==> src/hw/reload_timer_regs.svh <==
/*
 Register offsets, field positions and reset values for the prescaled 8-bit reload timer.
 Assumes an 8-bit register port addressed with 20-bit byte addresses, one register per address.
*/
// Contract
// - The timer counts only ticks of the shared divided prescaler clock, never the raw clock; a nonzero source select counts pin rising edges instead.
// - Timer requests go through the interrupt controller, which alone drives the core request; evt_irq raises timer events outside it, gated only by the event mask.
// - The pin comes up as a general-purpose input; timer functions need a function select.
// - Interrupt every reload plus one divided ticks; period is that times the prescaler ratio.
// - Prescaler control gates the divided clock: 0x7 stops it, 0x0f supplies it.
// - With the gate open and run clear, the counter stays idle.
// - Writing 0x3 to timer control presets the counter and starts it.
// - Preset and start work in either order, with the same result; the code stops the timer when a preset write of 0x02 comes after the start.
// - Writing 0x00 to timer control stops decrementing.
// - Clock source select zero picks the divided prescaler clock.
// - The controller holds a programmable priority level for the timer request.
// - Enable bit 0 must be set before the request reaches the core.
// - Controller keeps a factor flag; software clears it by writing 0x01.
// - The timer request uses hardware vector number 36.
`ifndef RELOAD_TIMER_REGS_SVH
`define RELOAD_TIMER_REGS_SVH

`define ADDR_W 20
`define A_CLK_SRC 20'h40146
`define A_PSC_CTRL 20'h4014D
`define A_TMR_CTRL 20'h40160
`define A_RELOAD 20'h40161
`define A_COUNT 20'h40162
`define A_EVT_STAT 20'h40170
`define A_EVT_MASK 20'h40171
`define A_PRIO 20'h40269
`define A_INT_EN 20'h40275
`define A_FACTOR 20'h40285
`define A_PORT_FUNC 20'h402E0
`define A_PORT_DATA 20'h402E1

`define REG_RESET 8'h00
`define PSC_DIV_MSB 2
`define PSC_GATE_BIT 3
`define CTL_RUN_BIT 0
`define CTL_PRESET_BIT 1
`define CTL_CLKOUT_BIT 2
`define PRIO_MSB 2
`define INT_EN_BIT 0
`define FACTOR_BIT 0
`define PF_TMR_OUT_BIT 0
`define PF_EXT_IN_BIT 1
`define PF_DIR_OUT_BIT 2
`define PD_DATA_BIT 0
`define EVT_UNDERFLOW_BIT 0
`define EVT_OVERRUN_BIT 1
`define EVT_PRESET_BIT 2
`define COUNT_ZERO 8'h00
`define TMR_VECTOR 8'h24
`define DIV_TAPS 8

`endif

==> src/hw/reload_timer_pkg.sv <==
/*
 Types shared by the reload timer files.
 Assumes the constants header is included beside it.
*/
package reload_timer_pkg;
	typedef logic [7:0] byte_t;
	typedef enum logic {TMR_IDLE, TMR_RUN} timer_state_t;
endpackage

==> src/hw/prescaled_8bit_reload_timer.sv <==
/*
 Prescaled 8-bit reload timer with its interrupt controller slice, event status and one pin.
 Assumes a single-master register port on clk; the pin arrives from outside and is synchronised.
*/
`include "reload_timer_regs.svh"
module prescaled_8bit_reload_timer
	import reload_timer_pkg::*;
(
	// Clock, reset, enable
	input wire logic clk,
	input wire logic rst,
	input wire logic ce,
	// Register port
	input wire logic [`ADDR_W-1:0] addr,
	input wire logic [7:0] wdata,
	input wire logic wr_stb,
	input wire logic rd_stb,
	output logic [7:0] rdata,
	// Shared pin
	input wire logic pin_in,
	output logic pin_out,
	output logic pin_oe_n,
	// Request to the core
	output logic irq_req,
	output logic [2:0] irq_level,
	output logic [7:0] irq_vector,
	// Event interrupt
	output logic evt_irq
);
	////////////////////////////////////////////////////////////////
	// Declarations
	byte_t clk_src_reg;
	byte_t psc_ctrl_reg;
	byte_t reload_reg;
	byte_t count_reg;
	byte_t count_next;
	byte_t port_func_reg;
	byte_t port_data_reg;
	logic [2:0] prio_reg;
	logic int_en_reg;
	logic factor_reg;
	logic clkout_reg;
	logic tmr_out_reg;
	logic [2:0] evt_stat_reg;
	logic [2:0] evt_mask_reg;
	logic [2:0] evt_set;
	timer_state_t state_reg;
	timer_state_t state_next;
	logic pin_sync1_reg;
	logic pin_sync2_reg;
	logic pin_prev_reg;
	logic ext_edge;
	logic psc_tick;
	logic count_tick;
	logic wr_ctrl;
	logic preset_req;
	logic underflow;
	logic rd_stat;

	// Decoded strobes
	assign wr_ctrl = wr_stb & (addr == `A_TMR_CTRL);
	assign preset_req = wr_ctrl & wdata[`CTL_PRESET_BIT];
	assign rd_stat = rd_stb & (addr == `A_EVT_STAT);

	////////////////////////////////////////////////////////////////
	// Shared prescaler
	prescaler_divider u_psc (
		.clk(clk),
		.rst(rst),
		.ce(ce),
		.div_sel(psc_ctrl_reg[`PSC_DIV_MSB:0]),
		.gate_on(psc_ctrl_reg[`PSC_GATE_BIT]),
		.tick(psc_tick)
	);

	////////////////////////////////////////////////////////////////
	// Pin synchroniser and edge detect
	always_ff @(posedge clk) begin
		if (rst) begin
			pin_sync1_reg <= 1'b0;
			pin_sync2_reg <= 1'b0;
			pin_prev_reg <= 1'b0;
		end else if (ce) begin
			pin_sync1_reg <= pin_in;
			pin_sync2_reg <= pin_sync1_reg;
			pin_prev_reg <= pin_sync2_reg;
		end
	end

	// Rising edge of the external count input
	assign ext_edge = pin_sync2_reg & ~pin_prev_reg;

	// Counting source: divided clock when select is zero
	always_comb begin
		if (clk_src_reg == `REG_RESET) begin
			count_tick = psc_tick;
		end else begin
			count_tick = ext_edge & port_func_reg[`PF_EXT_IN_BIT];
		end
	end

	////////////////////////////////////////////////////////////////
	// Configuration registers
	always_ff @(posedge clk) begin
		if (rst) begin
			clk_src_reg <= `REG_RESET;
			psc_ctrl_reg <= `REG_RESET;
			reload_reg <= `REG_RESET;
		end else if (ce && wr_stb) begin
			case (addr)
				`A_CLK_SRC: begin
					clk_src_reg <= wdata;
				end
				`A_PSC_CTRL: begin
					psc_ctrl_reg <= wdata;
				end
				`A_RELOAD: begin
					reload_reg <= wdata;
				end
				default: begin
				end
			endcase
		end
	end

	// Pin function and port data
	always_ff @(posedge clk) begin
		if (rst) begin
			port_func_reg <= `REG_RESET;
			port_data_reg <= `REG_RESET;
		end else if (ce && wr_stb) begin
			if (addr == `A_PORT_FUNC) begin
				port_func_reg <= wdata;
			end
			if (addr == `A_PORT_DATA) begin
				port_data_reg <= wdata;
			end
		end
	end

	// Interrupt controller settings
	always_ff @(posedge clk) begin
		if (rst) begin
			prio_reg <= '0;
			int_en_reg <= 1'b0;
			evt_mask_reg <= '0;
		end else if (ce && wr_stb) begin
			if (addr == `A_PRIO) begin
				prio_reg <= wdata[`PRIO_MSB:0];
			end
			if (addr == `A_INT_EN) begin
				int_en_reg <= wdata[`INT_EN_BIT];
			end
			if (addr == `A_EVT_MASK) begin
				evt_mask_reg <= wdata[2:0];
			end
		end
	end

	////////////////////////////////////////////////////////////////
	// Run state; a control write sets or clears it in one step
	always_comb begin
		state_next = state_reg;
		case (state_reg)
			TMR_IDLE: begin
				if (wr_ctrl && wdata[`CTL_RUN_BIT]) begin
					state_next = TMR_RUN;
				end
			end
			TMR_RUN: begin
				if (wr_ctrl && !wdata[`CTL_RUN_BIT]) begin
					state_next = TMR_IDLE;
				end
			end
			default: begin
				state_next = TMR_IDLE;
			end
		endcase
	end

	always_ff @(posedge clk) begin
		if (rst) begin
			state_reg <= TMR_IDLE;
		end else if (ce) begin
			state_reg <= state_next;
		end
	end

	// Clock-out enable held in the control register
	always_ff @(posedge clk) begin
		if (rst) begin
			clkout_reg <= 1'b0;
		end else if (ce && wr_ctrl) begin
			clkout_reg <= wdata[`CTL_CLKOUT_BIT];
		end
	end

	////////////////////////////////////////////////////////////////
	// Down counter
	// Underflow only while running, on a tick, at zero, with no preset
	assign underflow = (state_reg == TMR_RUN) & count_tick & (count_reg == `COUNT_ZERO) & ~preset_req;

	always_comb begin
		count_next = count_reg;
		if (preset_req) begin
			count_next = reload_reg;
		end else if (state_reg == TMR_RUN && count_tick) begin
			if (count_reg == `COUNT_ZERO) begin
				count_next = reload_reg;
			end else begin
				count_next = count_reg - 8'h01;
			end
		end
	end

	always_ff @(posedge clk) begin
		if (rst) begin
			count_reg <= `REG_RESET;
		end else if (ce) begin
			count_reg <= count_next;
		end
	end

	// Timer output toggles on every underflow while clock-out is on
	always_ff @(posedge clk) begin
		if (rst) begin
			tmr_out_reg <= 1'b0;
		end else if (ce && underflow && clkout_reg) begin
			tmr_out_reg <= ~tmr_out_reg;
		end
	end

	////////////////////////////////////////////////////////////////
	// Factor flag: underflow sets it, writing one clears it, set wins
	always_ff @(posedge clk) begin
		if (rst) begin
			factor_reg <= 1'b0;
		end else if (ce) begin
			if (underflow) begin
				factor_reg <= 1'b1;
			end else if (wr_stb && addr == `A_FACTOR && wdata[`FACTOR_BIT]) begin
				factor_reg <= 1'b0;
			end
		end
	end

	// Request to the core, held while the flag and the enable are both set
	always_ff @(posedge clk) begin
		if (rst) begin
			irq_req <= 1'b0;
			irq_level <= '0;
		end else if (ce) begin
			irq_req <= factor_reg & int_en_reg;
			irq_level <= prio_reg;
		end
	end

	// Fixed vector for this source
	assign irq_vector = `TMR_VECTOR;

	////////////////////////////////////////////////////////////////
	// Event status: sticky, cleared by reading, set wins
	always_comb begin
		evt_set = '0;
		evt_set[`EVT_UNDERFLOW_BIT] = underflow;
		evt_set[`EVT_OVERRUN_BIT] = underflow & factor_reg;
		evt_set[`EVT_PRESET_BIT] = preset_req;
	end

	always_ff @(posedge clk) begin
		if (rst) begin
			evt_stat_reg <= '0;
		end else if (ce) begin
			if (rd_stat) begin
				evt_stat_reg <= evt_set;
			end else begin
				evt_stat_reg <= evt_stat_reg | evt_set;
			end
		end
	end

	// Level event interrupt while any unmasked bit is set
	assign evt_irq = |(evt_stat_reg & evt_mask_reg);

	////////////////////////////////////////////////////////////////
	// Pin drive: port by default, timer output once selected
	always_comb begin
		if (port_func_reg[`PF_TMR_OUT_BIT]) begin
			pin_out = tmr_out_reg;
			pin_oe_n = 1'b0;
		end else begin
			pin_out = port_data_reg[`PD_DATA_BIT];
			pin_oe_n = ~(port_func_reg[`PF_DIR_OUT_BIT] & ~port_func_reg[`PF_EXT_IN_BIT]);
		end
	end

	////////////////////////////////////////////////////////////////
	// Read data, registered, valid the cycle after the strobe
	always_ff @(posedge clk) begin
		if (rst) begin
			rdata <= `REG_RESET;
		end else if (ce) begin
			rdata <= `REG_RESET;
			if (rd_stb) begin
				case (addr)
					`A_CLK_SRC: begin
						rdata <= clk_src_reg;
					end
					`A_PSC_CTRL: begin
						rdata <= psc_ctrl_reg;
					end
					`A_TMR_CTRL: begin
						rdata <= {5'h00, clkout_reg, 1'b0, state_reg == TMR_RUN};
					end
					`A_RELOAD: begin
						rdata <= reload_reg;
					end
					`A_COUNT: begin
						rdata <= count_reg;
					end
					`A_EVT_STAT: begin
						rdata <= {5'h00, evt_stat_reg};
					end
					`A_EVT_MASK: begin
						rdata <= {5'h00, evt_mask_reg};
					end
					`A_PRIO: begin
						rdata <= {5'h00, prio_reg};
					end
					`A_INT_EN: begin
						rdata <= {7'h00, int_en_reg};
					end
					`A_FACTOR: begin
						rdata <= {7'h00, factor_reg};
					end
					`A_PORT_FUNC: begin
						rdata <= port_func_reg;
					end
					`A_PORT_DATA: begin
						rdata <= {port_data_reg[7:1], pin_sync2_reg};
					end
					default: begin
						rdata <= `REG_RESET;
					end
				endcase
			end
		end
	end
endmodule

==> src/hw/prescaler_divider.sv <==
/*
 Shared clock prescaler: free-running divider with selectable tap and a clock gate.
 Assumes one system clock; ce freezes the divider.
*/
`include "reload_timer_regs.svh"
module prescaler_divider
	import reload_timer_pkg::*;
(
	// Clock and reset
	input wire logic clk,
	input wire logic rst,
	input wire logic ce,
	// Tap select and gate
	input wire logic [2:0] div_sel,
	input wire logic gate_on,
	// Divided tick, one cycle per 2^(div_sel+1) clocks
	output logic tick
);
	logic [`DIV_TAPS-1:0] cnt_reg;
	logic [`DIV_TAPS-1:0] tap;

	////////////////////////////////////////////////////////////////
	// Free-running divider
	always_ff @(posedge clk) begin
		if (rst) begin
			cnt_reg <= '0;
		end else if (ce) begin
			cnt_reg <= cnt_reg + 1'b1;
		end
	end

	// Tap i fires once every 2^(i+1) clocks
	genvar i;
	generate
		for (i = 0; i < `DIV_TAPS; i = i + 1) begin : g_tap
			assign tap[i] = &cnt_reg[i:0];
		end
	endgenerate

	////////////////////////////////////////////////////////////////
	// Gated, registered tick
	always_ff @(posedge clk) begin
		if (rst) begin
			tick <= 1'b0;
		end else if (ce) begin
			tick <= gate_on & tap[div_sel];
		end
	end
endmodule

==> config.mk <==
export PLATFORM = sky130hd
export DESIGN_NAME = prescaled_8bit_reload_timer
export DESIGN_NICKNAME = d
export VERILOG_FILES = /design/src/hw/reload_timer_pkg.sv /design/src/hw/prescaled_8bit_reload_timer.sv /design/src/hw/prescaler_divider.sv
export VERILOG_INCLUDE_DIRS = /design/src /design/src/hw
export SDC_FILE = /design/constraint.sdc
export NUM_CORES = 1
export LEC_CHECK = 0
export BUFFER_PORTS_ARGS = -buffer_cell sky130_fd_sc_hd__clkbuf_2
export CAP_MARGIN = 15
export CELL_PAD_IN_SITES_DETAIL_PLACEMENT = 1
export CELL_PAD_IN_SITES_GLOBAL_PLACEMENT = 2
export CORE_MARGIN = 2
export CORE_UTILIZATION = 38
export CTS_CLUSTER_SIZE = 20
export DETAILED_ROUTE_END_ITERATION = 12
export PLACE_DENSITY = 0.94
export SYNTH_ARGS = -nofsm -noshare
export SYNTH_HDL_FRONTEND = slang
export SYNTH_SLANG_ARGS = --single-unit
export TNS_END_PERCENT = 10
==> constraint.sdc <==
create_clock -name clk -period 4.15 [get_ports clk]
set_input_delay 0.415 -clock clk [delete_from_list [all_inputs] [get_ports clk]]
set_output_delay 0.415 -clock clk [all_outputs]
set_load 0.02 [all_outputs]
==> results by group <==
Die
  – Die H: 115.8 um
  – Core area: 0.01211 mm2
  – Chip Width: 115.8 um
  – Ports: 57
  – Initial core utilization: 39.20%
  – Std cell rows: 40
  – Die area: 0.01341 mm2

Timing
  – Clk_skew: 0.01082 ns
  – Setup violations, final: 0
  – Setup tns final: 0 ns
  – Final Hold Viols: 0
  – Slew HR: 53.65%
  – Fin crit share: 60.72%
  – Max Clock Freq: 396.8 MHz
  – Worst Tran Pin Value: 0.6952 ns
  – Unrepaired setup endpoints after global routing: false
  – Min Tclk post-route: 2.520 ns
  – Max Slew Vio Count: 0

Outcome
  – Outcome: complete, no violations

Synth
  – Post-synth EDFFs: 0
  – Compound-Gate Fraction of Synth Area: 11.88%
  – Post-synth ARST share: 0%
  – Post-synthesis sequential area ratio: 36.26%
  – Synth Cell Area: 0.004748 mm2
  – Main combinational cell family by area after synthesis: simple AND/OR/NAND/NOR gates
  – Mapped Cells: 545
  – Synth Area in Simple Gates: 27.11%
  – Post-Synth XOR/XNOR Area: 0.9223%
  – Syn. warnings: 0
  – Synth cell types: 67
  – Synth Flop Type: dfxtp_1
  – #FFs+latches synth: 86
  – Syn Area/Cell: 8.712 um2
  – Synth Area in Adders: 1.318%
  – Post-synthesis mux area share: 16.31%

Final layout
  – # diodes: 0
  – Non-filler instance count after layout: 749
  – Layout Nets: 615
  – Final Util: 44.34%
  – Commonest cells after routing, fill and taps aside: dfxtp_1, nor2_1, mux2i_1, clkbuf_2, nand2_1
  – Share of cells above drive strength 1: 15.15%
  – Area growth from synthesis to layout: 13.10%
  – Most common cell after layout, fill and taps aside: dfxtp_1
  – Final instance area: 0.005370 mm2

Routing
  – 1st-iter DRT viols: 344
  – DR pass1 iterations: 5
  – Final WL: 15150 um
  – DR vias/cell: 5.804
  – Via count: 4347
  – Antenna viol nets, final: 0
  – Post-route DRC violation count: 0
  – Drt wl/cell: 20.23 um

Worst setup path
  – Critical path data required time: 4.36 ns
  – Worst Path Max Fanout: 23
  – Crit. End Element: flip-flop
  – CP Data Arrival Time: 2.73 ns
  – CP Class: in2reg
  – Worst setup SP type: input port

Global route
  – First-pass GRT wire length: 24330 um
  – Total GRT Usage: 23.71%
  – Congestion Overflow GR: 0
  – Pin count of the biggest net entering global routing: 56
  – Vias in the first global route: 4582
  – Initial antenna violation count: 0

Clocking
  – Post-CTS Setup Bufs: 0
  – Hold-fix buffer count after cts: 0
  – CTS tree: yes
  – Root buffer cell: clkbuf_16
  – H-tree Lvls: 3
  – Clock slew at reported path FFs: 0.06 ns
  – CTS sink cnt: 86
  – Max Root-Sink Buffers: 2
  – Worst skew pair latency: 0.35 ns
  – Cts bufs inserted: 9
  – CTS resizes: 0

Power and ir drop
  – Leakage: 1.908 nW
  – Peak VDD IR: 0.1698 mV
  – Power Density: 321.6 mW/mm2
  – Total Power: 0.001727 W

Placement
  – I/O Buffers: 48
  – Cell Count Post-Placement: 732
  – Placed Instance Area: 0.005070 mm2
  – RePlAce Congestion: 0.9125
  – DP HPWL: 10990 um

Min path
  – Hold Path Class: in2reg

Job
  – Max-cap viol count: 0
## logic make-up (layout without fill, tap and decap cells)
family,count (synthesis),count (layout)
AO/OA/AOI/OAI,79,79
XOR/XNOR,5,5
adder cells (fa/ha/maj),5,5
buffers and inverters,65,95
flip-flops,86,86
multiplexers,77,77
other,2,8
AND/OR/NAND/NOR,226,226
## synth_stat cells (all sizes together), types with 3 or more instances
cell | count | share of area, %
dfxtp | 86 | 36
nor2 | 78 | 6.2
mux2i | 74 | 16
nor3 | 26 | 4.2
clkbuf | 24 | 1.9
nand2 | 24 | 1.9
inv | 23 | 1.8
a21oi | 22 | 2.3
nand3 | 21 | 2.2
buf | 17 | 2.2
nand4 | 13 | 1.8
and3b | 12 | 2.2
a22oi | 9 | 1.4
nor2b | 7 | 0.92
nor4 | 7 | 1.1
nor4b | 7 | 1.7
o32ai | 7 | 1.3
o211ai | 6 | 0.95
ha | 5 | 1.3
o31ai | 5 | 0.79
or4 | 5 | 0.87
a221oi | 4 | 0.74
nand2b | 4 | 0.53
or3 | 4 | 0.53
a2111oi | 3 | 0.55
a211oi | 3 | 0.47
and2 | 3 | 0.40
and4 | 3 | 0.55
mux2 | 3 | 0.71
o21ai | 3 | 0.32
o311ai | 3 | 0.55
or2 | 3 | 0.40
xor2 | 3 | 0.55
## worst max-delay path, stage by stage
cell	delay, ns
clkbuf_2	0.33
or4_1	0.67
or3_1	0.38
o31a_1	0.52
mux2i_1	0.29
o32ai_1	0.12
## layout make-up
cell class | count | area (um2)
multi-input combinational | 400 | 2763
clock inverter | 2 | 16.27
fill | 1478 | 6741
sequential | 86 | 1722
tap | 168 | 210.2
timing repair buffer | 55 | 305.3
inverter | 24 | 90.09
clock buffer | 14 | 264.0
## metrics by stage
stage                     worst slack (ns)  hold WS [ns]
after floorplan                      1.914        0.4413
after global placement               1.374        0.4513
after detailed placement             1.301        0.4610
after CTS                            1.649        0.3243
after global routing                 1.536        0.3756
final                                1.630        0.3297
## where the power goes
group | total, W | leakage, nW | internal (W) | switching, W
registers | 0.000833 | 0.693 | 0.000828 | 0.00000415
clock network | 0.000777 | 0.133 | 0.000441 | 0.000337
logic | 0.000117 | 1.08 | 0.0000338 | 0.0000836
## final timing paths
check / start / endpoint / slack (ns) / depth (start not counted)
max: addr[0] / count_reg[3] / 1.63 / 6
max reg2reg: clk_src_reg[4] / tmr_out_reg / 1.79 / 5
min reg2reg: rdata[3] / rdata[3] / 0.47 / 2
min: pin_in / pin_sync1_reg / 0.33 / 3
## per-layer routing
| layer | global-route usage, % | up-vias | wire (um) |
|---|---|---|---|
| met1 | 30.77 | 2116 | 6632 |
| met4 | 10.32 | 0 | 477 |
| li1 | - | 2037 | - |
| met2 | 39.34 | 161 | 7229 |
| met3 | 3.504 | 33 | 814 |
| met5 | 0 | - | 0 |
Note: power is estimated with default switching activity, not from simulation.
